`src/common/ppcs_pkg.sv`:
```
// ppcs_pkg: constants for the per-port phy control and status register bank.
// assumes an 8-bit management register port with byte offsets as listed here.
`default_nettype none
package ppcs_pkg;
    // -------------------------------------------------------------------
    // register offsets
    // -------------------------------------------------------------------
    localparam logic [7:0] PPCS_P1_ADV_OFS = 8'h2C;
    localparam logic [7:0] PPCS_P1_CTL_OFS = 8'h2D;
    localparam logic [7:0] PPCS_P1_STA_OFS = 8'h2E;
    localparam logic [7:0] PPCS_P2_ADV_OFS = 8'h3C;
    localparam logic [7:0] PPCS_P2_CTL_OFS = 8'h3D;
    localparam logic [7:0] PPCS_P2_STA_OFS = 8'h3E;
    localparam logic [7:0] PPCS_P3_CTL_OFS = 8'h4D;
    localparam logic [7:0] PPCS_P4_CTL_OFS = 8'h5D;

    // -------------------------------------------------------------------
    // field positions
    // -------------------------------------------------------------------
    localparam int PPCS_ADV_10FD_BIT = 1;
    localparam int PPCS_ADV_10HD_BIT = 0;
    localparam int PPCS_CTL_LED_OFF_BIT = 7;
    localparam int PPCS_CTL_TX_DIS_BIT = 6;
    localparam int PPCS_CTL_AN_RESTART_BIT = 5;
    localparam int PPCS_CTL_RSVD_BIT = 4;
    localparam int PPCS_CTL_PWR_DOWN_BIT = 3;
    localparam int PPCS_CTL_MDIX_DIS_BIT = 2;
    localparam int PPCS_CTL_FORCE_MDI_BIT = 1;
    localparam int PPCS_CTL_MAC_LOOP_BIT = 0;
    localparam int PPCS_STA_MDI_BIT = 7;
    localparam int PPCS_STA_AN_DONE_BIT = 6;
    localparam int PPCS_STA_LINK_BIT = 5;

    // -------------------------------------------------------------------
    // reset values and masks
    // -------------------------------------------------------------------
    localparam logic [1:0] PPCS_ADV_RST = 2'h3;
    localparam logic [7:0] PPCS_CTL_RST = 8'h00;
    localparam logic [7:0] PPCS_CTL_WMASK = 8'hEF;
    localparam logic [7:0] PPCS_RDATA_RST = 8'h00;
    localparam logic [1:0] PPCS_LED_RST = 2'h0;
    localparam int PPCS_NPORTS = 2;
    // port number that serves as monitor for port 3 and 4 mac loopback
    localparam logic [2:0] PPCS_MONITOR_PORT = 3'h2;
endpackage : ppcs_pkg
`default_nettype wire

```
`src/ppcs_port.sv`:
```
// ppcs_port: advertisement and control 6 register of one phy port.
// assumes decoded one-cycle write strobes from the register bank top.
`default_nettype none
module ppcs_port
    import ppcs_pkg::*;
(
    // clock and reset
    input wire logic clk_sys,
    input wire logic nrst,
    // register writes
    input wire logic wr_adv,
    input wire logic wr_ctl,
    input wire logic [7:0] wdata,
    // raw led drive from the link/activity logic
    input wire logic [1:0] led_in,
    // register contents and phy controls
    output logic [1:0] adv_q,
    output logic [7:0] ctl_q,
    output logic [1:0] led_q,
    output logic autoneg_restart_q
);
    // -------------------------------------------------------------------
    // advertised 10bt capability
    // -------------------------------------------------------------------
    always_ff @(posedge clk_sys or negedge nrst) begin
        if (!nrst) begin
            adv_q <= PPCS_ADV_RST;
        end else if (wr_adv) begin
            adv_q[1] <= wdata[PPCS_ADV_10FD_BIT];
            adv_q[0] <= wdata[PPCS_ADV_10HD_BIT];
        end
    end

    // -------------------------------------------------------------------
    // control 6
    // -------------------------------------------------------------------
    // restart bit clears itself one cycle after it is seen; a fresh write of
    // one in that same cycle wins, so no request is lost
    always_ff @(posedge clk_sys or negedge nrst) begin
        if (!nrst) begin
            ctl_q <= PPCS_CTL_RST;
        end else if (wr_ctl) begin
            ctl_q <= wdata & PPCS_CTL_WMASK;
        end else begin
            ctl_q[PPCS_CTL_AN_RESTART_BIT] <= 1'b0;
        end
    end

    always_ff @(posedge clk_sys or negedge nrst) begin
        if (!nrst) begin
            autoneg_restart_q <= 1'b0;
        end else begin
            autoneg_restart_q <= ctl_q[PPCS_CTL_AN_RESTART_BIT];
        end
    end

    // -------------------------------------------------------------------
    // led blanking
    // -------------------------------------------------------------------
    // blanked leds are driven high, which is the off level of these pins
    always_ff @(posedge clk_sys or negedge nrst) begin
        if (!nrst) begin
            led_q <= PPCS_LED_RST;
        end else begin
            led_q <= ctl_q[PPCS_CTL_LED_OFF_BIT] ? 2'h3 : led_in;
        end
    end
endmodule // ppcs_port
`default_nettype wire

```
`src/ppcs_top.sv`:
```
// ppcs_top: per-port phy control and status register bank of the switch.
// assumes a synchronous management register port on clk_sys with one-cycle
// read and write strobes; read data is returned the cycle after the strobe.
// status inputs and raw led drive are taken as synchronous to clk_sys.
//
// Behaviour
// - advertisement bit 1 (reset one) advertises 10bt full duplex, zero suppresses it.
// - advertisement bit 0 (reset one) advertises 10bt half duplex, zero omits it.
// - control bit 7 set drives both port leds high (off), clear lets them run normally.
// - control bit 6 set disables the port transmitter, reset zero.
// - writing one to control bit 5 restarts auto-negotiation and the bit clears itself.
// - control bit 3 set powers the port down, reset zero.
// - control bit 2 set disables automatic mdi/mdi-x crossover, zero keeps it on.
// - with crossover off, control bit 1 one forces mdi and zero forces mdi-x.
// - control bit 0 set loops frames back at the port mac.
// - bit 0 at 0x4D or 0x5D loops port 3 or port 4 at its mac with port 2 as monitor.
// - status bit 7 reads one for mdi and zero for mdi-x.
// - status bit 6 reads one once auto-negotiation is done, reset zero.
// - status bit 5 reads one while the link is good, reset zero.
`default_nettype none
module ppcs_top
    import ppcs_pkg::*;
(
    // clock and reset
    input wire logic clk_sys,
    input wire logic nrst,
    // management register port
    input wire logic [7:0] reg_addr,
    input wire logic reg_wr,
    input wire logic reg_rd,
    input wire logic [7:0] reg_wdata,
    output logic [7:0] reg_rdata,
    // phy state of ports 1 and 2
    input wire logic [1:0] mdi_state,
    input wire logic [1:0] autoneg_done,
    input wire logic [1:0] link_good,
    // raw led drive, two per port
    input wire logic [1:0] port1_led_in,
    input wire logic [1:0] port2_led_in,
    // led pins
    output logic [1:0] port1_led_out,
    output logic [1:0] port2_led_out,
    // phy controls of ports 1 and 2
    output logic [1:0] adv_10fd,
    output logic [1:0] adv_10hd,
    output logic [1:0] tx_disable,
    output logic [1:0] autoneg_restart,
    output logic [1:0] power_down,
    output logic [1:0] auto_mdix_en,
    output logic [1:0] force_mdi,
    output logic [1:0] mdi_select,
    // mac loopback of ports 1 to 4, bit 0 is port 1
    output logic [3:0] mac_loopback,
    output logic [2:0] loop_monitor_port
);
    // -------------------------------------------------------------------
    // address decode
    // -------------------------------------------------------------------
    function automatic logic ppcs_hit(input logic [7:0] a, input logic [7:0] ofs);
        ppcs_hit = (a == ofs);
    endfunction

    // write strobe for one register offset
    function automatic logic ppcs_wr_hit(input logic wr, input logic [7:0] a, input logic [7:0] ofs);
        ppcs_wr_hit = wr && ppcs_hit(a, ofs);
    endfunction

    // ports 3 and 4 keep only bit 0; the upper bits read zero
    function automatic logic [7:0] ppcs_loop_byte(input logic loop_bit);
        ppcs_loop_byte = {7'h00, loop_bit};
    endfunction

    logic [7:0] adv_ofs [PPCS_NPORTS];
    logic [7:0] ctl_ofs [PPCS_NPORTS];
    logic [7:0] sta_ofs [PPCS_NPORTS];
    assign adv_ofs[0] = PPCS_P1_ADV_OFS;
    assign adv_ofs[1] = PPCS_P2_ADV_OFS;
    assign ctl_ofs[0] = PPCS_P1_CTL_OFS;
    assign ctl_ofs[1] = PPCS_P2_CTL_OFS;
    assign sta_ofs[0] = PPCS_P1_STA_OFS;
    assign sta_ofs[1] = PPCS_P2_STA_OFS;

    logic [1:0] adv_q [PPCS_NPORTS];
    logic [7:0] ctl_q [PPCS_NPORTS];
    logic [1:0] led_q [PPCS_NPORTS];
    logic [1:0] led_in [PPCS_NPORTS];
    logic [PPCS_NPORTS-1:0] restart_q;
    logic [2:0] sta_q [PPCS_NPORTS];
    logic [1:0] far_loop_q;

    assign led_in[0] = port1_led_in;
    assign led_in[1] = port2_led_in;

    // -------------------------------------------------------------------
    // per-port registers
    // -------------------------------------------------------------------
    for (genvar p = 0; p < PPCS_NPORTS; p++) begin : g_port
        ppcs_port u_port (
            .clk_sys(clk_sys),
            .nrst(nrst),
            .wr_adv(reg_wr && ppcs_hit(reg_addr, adv_ofs[p])),
            .wr_ctl(reg_wr && ppcs_hit(reg_addr, ctl_ofs[p])),
            .wdata(reg_wdata),
            .led_in(led_in[p]),
            .adv_q(adv_q[p]),
            .ctl_q(ctl_q[p]),
            .led_q(led_q[p]),
            .autoneg_restart_q(restart_q[p])
        );

        // status sampled each cycle, reads show the sampled value
        // a pin change shorter than one read interval can be missed by polling
        always_ff @(posedge clk_sys or negedge nrst) begin
            if (!nrst) begin
                sta_q[p] <= 3'h0;
            end else begin
                sta_q[p] <= {mdi_state[p], autoneg_done[p], link_good[p]};
            end
        end

        // control outputs are re-registered so every pin comes from a flop
        always_ff @(posedge clk_sys or negedge nrst) begin
            if (!nrst) begin
                adv_10fd[p] <= PPCS_ADV_RST[1];
                adv_10hd[p] <= PPCS_ADV_RST[0];
                tx_disable[p] <= 1'b0;
                power_down[p] <= 1'b0;
                auto_mdix_en[p] <= 1'b1;
                force_mdi[p] <= 1'b0;
                mdi_select[p] <= 1'b0;
                mac_loopback[p] <= 1'b0;
            end else begin
                adv_10fd[p] <= adv_q[p][1];
                adv_10hd[p] <= adv_q[p][0];
                tx_disable[p] <= ctl_q[p][PPCS_CTL_TX_DIS_BIT];
                power_down[p] <= ctl_q[p][PPCS_CTL_PWR_DOWN_BIT];
                auto_mdix_en[p] <= !ctl_q[p][PPCS_CTL_MDIX_DIS_BIT];
                force_mdi[p] <= ctl_q[p][PPCS_CTL_FORCE_MDI_BIT];
                // pair in use: forced value when auto is off, else detected state
                mdi_select[p] <= ctl_q[p][PPCS_CTL_MDIX_DIS_BIT]
                    ? ctl_q[p][PPCS_CTL_FORCE_MDI_BIT] : mdi_state[p];
                mac_loopback[p] <= ctl_q[p][PPCS_CTL_MAC_LOOP_BIT];
            end
        end
    end

    // -------------------------------------------------------------------
    // led pins and restart pulses
    // -------------------------------------------------------------------
    // plain wires onto flops inside ppcs_port, so these pins stay registered
    assign port1_led_out = led_q[0];
    assign port2_led_out = led_q[1];
    assign autoneg_restart = restart_q;

    // -------------------------------------------------------------------
    // ports 3 and 4: only the mac loopback bit exists
    // -------------------------------------------------------------------
    always_ff @(posedge clk_sys or negedge nrst) begin
        if (!nrst) begin
            far_loop_q <= 2'h0;
        end else begin
            // a write to one far port leaves the other port's bit as it was
            if (ppcs_wr_hit(reg_wr, reg_addr, PPCS_P3_CTL_OFS)) begin
                far_loop_q[0] <= reg_wdata[PPCS_CTL_MAC_LOOP_BIT];
            end
            if (ppcs_wr_hit(reg_wr, reg_addr, PPCS_P4_CTL_OFS)) begin
                far_loop_q[1] <= reg_wdata[PPCS_CTL_MAC_LOOP_BIT];
            end
        end
    end

    always_ff @(posedge clk_sys or negedge nrst) begin
        if (!nrst) begin
            mac_loopback[3:2] <= 2'h0;
            loop_monitor_port <= 3'h0;
        end else begin
            mac_loopback[3:2] <= far_loop_q;
            // port 2 monitors whenever port 3 or 4 is looped
            // the monitor number is fixed; zero means no far port is looped
            loop_monitor_port <= (far_loop_q != 2'h0) ? PPCS_MONITOR_PORT : 3'h0;
        end
    end

    // -------------------------------------------------------------------
    // read data
    // -------------------------------------------------------------------
    logic [7:0] rd_mux;
    always_comb begin
        rd_mux = PPCS_RDATA_RST;
        // later matches override earlier ones; the offsets never overlap
        for (int p = 0; p < PPCS_NPORTS; p++) begin
            if (ppcs_hit(reg_addr, adv_ofs[p])) begin
                rd_mux = {6'h00, adv_q[p]};
            end
            if (ppcs_hit(reg_addr, ctl_ofs[p])) begin
                rd_mux = ctl_q[p];
            end
            if (ppcs_hit(reg_addr, sta_ofs[p])) begin
                rd_mux = {sta_q[p], 5'h00};
            end
        end
        if (ppcs_hit(reg_addr, PPCS_P3_CTL_OFS)) begin
            rd_mux = ppcs_loop_byte(far_loop_q[0]);
        end
        if (ppcs_hit(reg_addr, PPCS_P4_CTL_OFS)) begin
            rd_mux = ppcs_loop_byte(far_loop_q[1]);
        end
    end

    // a read in the same cycle as a write to that offset returns the old
    // byte, because the mux looks at the registers before the edge; the
    // trade is one cycle of latency for a read path free of write bypass
    // unmapped offsets read zero; data holds until the next read
    always_ff @(posedge clk_sys or negedge nrst) begin
        if (!nrst) begin
            reg_rdata <= PPCS_RDATA_RST;
        end else if (reg_rd) begin
            reg_rdata <= rd_mux;
        end
    end
endmodule // ppcs_top
`default_nettype wire

```
`config.mk`:
```
export PLATFORM = sky130hd
export DESIGN_NAME = ppcs_top
export DESIGN_NICKNAME = d
export VERILOG_FILES = /design/src/common/ppcs_pkg.sv /design/src/ppcs_port.sv /design/src/ppcs_top.sv
export SDC_FILE = /design/constraint.sdc
export NUM_CORES = 1
export LEC_CHECK = 0
export ABC_AREA = 1
export BUFFER_PORTS_ARGS = -buffer_cell sky130_fd_sc_hd__buf_2
export CORE_MARGIN = 4
export CORE_UTILIZATION = 46
export CTS_CLUSTER_DIAMETER = 30
export DETAILED_ROUTE_END_ITERATION = 10
export PLACE_DENSITY = 0.82
export SLEW_MARGIN = 5
export SYNTH_ARGS = -nofsm -noshare
export SYNTH_HDL_FRONTEND = slang
export SYNTH_SLANG_ARGS = --single-unit
```
`constraint.sdc`:
```
create_clock -name clk_sys -period 0.9 [get_ports clk_sys]
set_clock_uncertainty 0.05 [all_clocks]
set_input_delay 0.135 -clock clk_sys [delete_from_list [all_inputs] [get_ports clk_sys]]
set_output_delay 0.135 -clock clk_sys [all_outputs]
set_load 0.02 [all_outputs]
```
# [Word-level counts from Yosys, hierarchy flattened]
# Cells that the tools add are included.
# Widths: inputs -> output; s select.
[totals] inputBits=30 mem_bits_rw=0 n_memories=0 mem_bits_ro=0 reg_bits=60 output_inout_bits=35 latchBits=0 elab_cells=65
[op_classes] n_mux=15 shift=0 multipliers=0 order_cmp=0 add_sub_neg=0 div_mod_pow=0 n_eq_ne=8 reduce_logical=9 n_bitwise=0
[op_table] op="$mux 8" n=7
[op_table] op="$eq 8x6->1 const B" n=6
[op_table] op="$eq 8x7->1 const B" n=2
[op_table] op="$mux 2" n=4
[op_table] op="$logic_and 1x1->1" n=6
[op_table] op="$mux 1" n=4
[op_table] op="$logic_not 1->1" n=2
[op_table] op="$reduce_bool 2->1" n=1

# [Logic depth before layout (Yosys ltp)]
[depth] word_depth=9 mapped_depth=9 ltp_nobuf=9

# [Hierarchy]
# A second synthesis with hierarchy kept.
[hier_totals] cells_unflattened=244 area_unflattened_um2=2383.5
[by_module_without_submodules] module="ppcs_top" seq_area_each_um2=883.3 cells_per_inst=154 instances=1 area_each_um2=1510.2
[by_module_without_submodules] module="ppcs_port" seq_area_each_um2=302.8 cells_per_inst=45 instances=2 area_each_um2=436.7

# [Worst setup path before layout]
# No wires, ideal clock.
[synth_timing] path_type="input port to flip-flop" startpoint="in reg_addr[6]" endpoint="reg g_port[0].u_port.ctl_q[2]" t_required_ns=0.732 path_slack_ns=-0.190 setup_ns=0.118 stages=9 n_path_buf=1 arrival_ns=0.922 path_cell_list="inv_1 -> nand2_1 -> nor2_4 -> nand2_2 -> inv_2 -> nand2_2 -> buf_6 -> nand2_2 -> o21ai_2"
[synth_between] elab_chain_cells=2
[synth_lines] item="start, declared" line_no="ppcs_top.sv:28" source="input wire logic [7:0] reg_addr,"
[synth_lines] item="$eq 8x6->1" line_no="ppcs_top.sv:60" source="ppcs_hit = (a == ofs);"
[synth_lines] item="$logic_and 1x1->1" line_no="ppcs_top.sv:102" source=".wr_ctl(reg_wr && ppcs_hit(reg_addr, ctl_ofs[p])),"
[synth_lines] item="end signal, assigned" line_no="ppcs_port.sv:43" source="ctl_q <= wdata & PPCS_CTL_WMASK;"
[synth_lines] item="end, declared" line_no="ppcs_port.sv:18" source="output logic [7:0] ctl_q,"
# Every way passes these cells.
# A chain may end at the register's enable or synchronous reset.

# [Final worst setup path]
[layout_timing] startpoint="reg adv_10hd[0]" endpoint="out adv_10hd[0]"
[layout_rtl] item="start, declared" line_no="ppcs_top.sv:45" source="output logic [1:0] adv_10hd,"
[layout_rtl] item="start signal, assigned by index" line_no="ppcs_top.sv:125" source="adv_10hd[p] <= PPCS_ADV_RST[0];"
[layout_rtl] item="start signal, assigned by index" line_no="ppcs_top.sv:134" source="adv_10hd[p] <= adv_q[p][0];"
# No word-level cell between the ends.

==> metrics.md <==
| Metric | Value |
|---|---|
| GRT overflow | 0 |
| Gate power share | 0.110 |
| Synth Instances | between 200 and 250 |
| Cell area after synthesis | 2280 µm² |
| # IOs | 65 |
| RR Startpoint | g_port[0].u_port.adv_q[0] |
| Synth warn | 0 |
| Die H | between 70 and 80 µm |
| Min Tclk post-route | 1190 ps |
| Final Setup Violations | 35 |
| Flop pwr share | 0.459 |
| Worst path max stage delay | 550 ps |
| Via count | around 1900 |
| Worst path cell trace | buf_6 |
| CP Capture Type | output port |
| Clock latency at the later pin of the worst-skew pair | 340 ps |
| Drt total wl | a little under 6 mm |
| Max FO, Critical Path | 1 |
| CTS root buffer | clkbuf_8 |
| Hold Crit Depth | 3 |
| Yosys cell types | 25 |
| Most frequent cells after synthesis | nand2_1, dfrtp_1, inv_1 |
| Worst VDD drop | about 1.4 mV |
| Register area share after synthesis | 0.642 |
| Slowest-stage cell, CP | dfstp_2 |
| Switch share | 0.231 |
| # port buffers | 60 |
| R2r endpoint | reg_rdata[0] |
| CP top delay family | flip-flops |
| Die Area | approximately 6100 µm² |
| Outcome | finished with violations |
| Row count | 25 |
| Switching pwr | between 1000 and 1500 µW |
| Hold Fails Final Rpt | 0 |
| Initial core utilization | 0.480 |
| Clk buf depth | 2 |
| Core Footprint | around 4800 µm² |
| Post-synth ARST share | 1.00 |
| Hold path start | reg_wdata[3] |
| Antenna violations before repair | 0 |
| Yosys reg bits | 58 |
| Tcrit/Tclk final | 1.33 |
| Critical Path RT | around 710 ps |
| CP Class | register to output port |
| # Max-Cap Violations | 0 |
| Post-synth EDFFs | 0 |
| RSZ-0062 raised after global routing | yes |
| Placed Cells | approximately 360 |
| Post-Synth XOR/XNOR Area | 0 |
| Crit path launch type | register |
| Clk sinks | 58 |
| Buf+Inv Stages, Crit Path | 1 |
| Total power | 6080 µW |
| Most frequent cell after synthesis | nand2_1 |
| Internal power | around 4700 µW |
| Arrival time at the worst endpoint | a little over 1000 ps |
| Gp weighted congestion | 0.808 |
| Residual DRC count | 0 |
| Wire length per cell | ~14 µm |
| Worst hold slack | roughly 31 ps |
| Area grow syn2layout | 57.2% |
| Post-Layout Cell Count | between 400 and 500 |
| Slew Limit Fails | 0 |
| Post-route core utilization | 0.754 |
| R2R Setup Slk | -140 ps |
| Hold WC Path Type | input pin to register |
| Complex-gate fraction of the synthesized area | 0.0708 |
| Clock power share | 0.431 |
| Layout cells sized above 1 | 0.516 |
| Setup TNS | -5160 ps |
| Synth top area cells | dfrtp_1, dfstp_2, nand2_1 |
| CTS clk-pin slew, worst paths | approximately 70 ps |
| Area leader, netlist | dfrtp_1 |
| H-tree depth | 3 |
| Adder-cell share of the synthesized area | 0 |
| Antenna diode count | 0 |
| Hpwl dp | approximately 3.5 mm |
| Setup ws final | -295 ps |
| CTS buffer count | 9 |
| Vias in the first global route | approximately 1900 |
| R2R cell count | 6 |
| Iteration-0 DRC Markers | between 80 and 90 |
| Post-synth top area share | 0.527 |
| Leak pwr | around 0.0018 µW |
| CTS tree | done |
| Final ANT Viol Nets | 0 |
| Overall routing resource usage | 0.196 |
| Mux contribution to synthesized area | 0 |
| Post-synthesis simple-gate area fraction | 0.222 |
| First-pass GRT wire length | 8.82 mm |
| Hold path endpoint | g_port[0].u_port.ctl_q[3] |
| Drt first pass iters | 4 |
| Via/cell ratio | about 4.6 |
| Violated checks | setup timing |
| Largest family of logic cells by synthesized area | simple AND/OR/NAND/NOR gates |
| Largest net degree at the start of global routing | slightly below 60 |
| Top FF cell, synth | dfrtp_1 |
| Syn avg cell area | about 11 µm² |
| Final #Nets | approximately 360 |
| Power density over cell area | 1700 nW/µm² |
| Fmax | around 840 MHz |
| Die Wd | 78.4 µm |
-- sequential cells by signal (all words and copies together), names as in the netlist --
name and count:
g_port.u_port.ctl_q 14, reg_rdata 7, sta_q 6, g_port.u_port.adv_q 4
g_port.u_port.led_q 4, mac_loopback 4, adv_10fd 2, adv_10hd 2
auto_mdix_en 2, far_loop_q 2, force_mdi 2, g_port.u_port.autoneg_restart_q 2
mdi_select 2, power_down 2, tx_disable 2, loop_monitor_port 1
-- power by group through the flow --
stage,sequential (µW),combinational [µW],clock [µW]
2_1_floorplan,2880,171,0
3_3_place_gp,2820,500,0
3_5_place_dp,2820,511,0
4_1_cts,2790,637,2660
5_1_grt,2800,724,2830
6_report,2790,667,2620
-- through the flow --
stage / worst slack [ps] / instance area [µm²]
5_1_grt: -324 / 3580
2_1_floorplan: -117 / 2350
3_3_place_gp: -334 / 2860
6_report: -295 / 3580
3_5_place_dp: -362 / 2860
4_1_cts: -294 / 3460
-- cells by family (layout without fill, tap and decap cells) --
kind of cell           after synthesis  in the layout
other                                1              3
buffers and inverters               29            148
DFF                                 58             58
and+or+nand+nor                    105            105
AOI/OAI and AO/OA                   23             23
-- how the worst max path moves through the flow --
stage / start / end / depth (start not counted)
final: adv_10hd[0] / adv_10hd[0] / 1
after global routing: adv_10hd[0] / adv_10hd[0] / 1
after CTS: adv_10hd[0] / adv_10hd[0] / 1
after detailed placement: reg_addr[6] / reg_rdata[1] / 10
after global placement: reg_addr[6] / reg_rdata[1] / 10
after floorplan: reg_addr[6] / g_port[0].u_port.ctl_q[2] / 9
-- worst register-to-register path, stage by stage, from the launching register on --
cell     delay (ps)
dfstp_2         550
nand3_1          90
nand2_1          80
nor2_1           50
nand3_1          60
nand2_1          50
nand2_1          60
-- cell type report --
type,instances,area [µm²]
Inverter,22,116
Clock inverter,5,77.6
Fill cell,314,1170
Sequential cell,58,1460
Timing Repair Buffer,110,955
Tap cell,67,83.8
Multi-Input combinational cell,131,747
Clock buffer,11,141
-- placed cells by master, fill, tap and decap left out --
master and count:
o21ai_2 13, and2_2 1, nand2_1 52, nand4_1 4, clkinvlp_4 1, a21oi_1 1, inv_1 14, buf_6 37
buf_2 26, nor2_2 2, a31oi_1 1, or2_4 1, dfstp_2 10, nand2_2 14, inv_8 2, clkinv_2 2
bufinv_16 2, inv_2 3, dfrtp_1 48, clkinv_1 1, or2_2 4, nor3_2 1, nor2_4 3, inv_16 1
buf_12 2, dlygate4sd3_1 12, nand3_1 12, clkbuf_8 10, buf_4 33, clkbuf_1 1, nand2_4 2, o21ai_1 6
nor2_1 6, inv_4 1, conb_1 3, o21ai_0 2, nand2_8 3
-- layer usage --
metal	track usage	wire [µm]	up-vias
li1	-	-	906
met1	0.214	2310	883
met2	0.332	3030	63
met3	0.0791	333	18
met4	0.0962	120	0
met5	0	0	-
-- timing repair --
action / 4_1_cts / 5_1_grt
hold endpoints to repair: 68 / 0
hold buffers: 12 / 0
buffers inserted: 8 / 9
setup endpoints to repair: 37 / 53
resized for setup: 67 / 18
pin swaps: 2 / 9
Note: power is estimated with default switching activity, not from simulation.
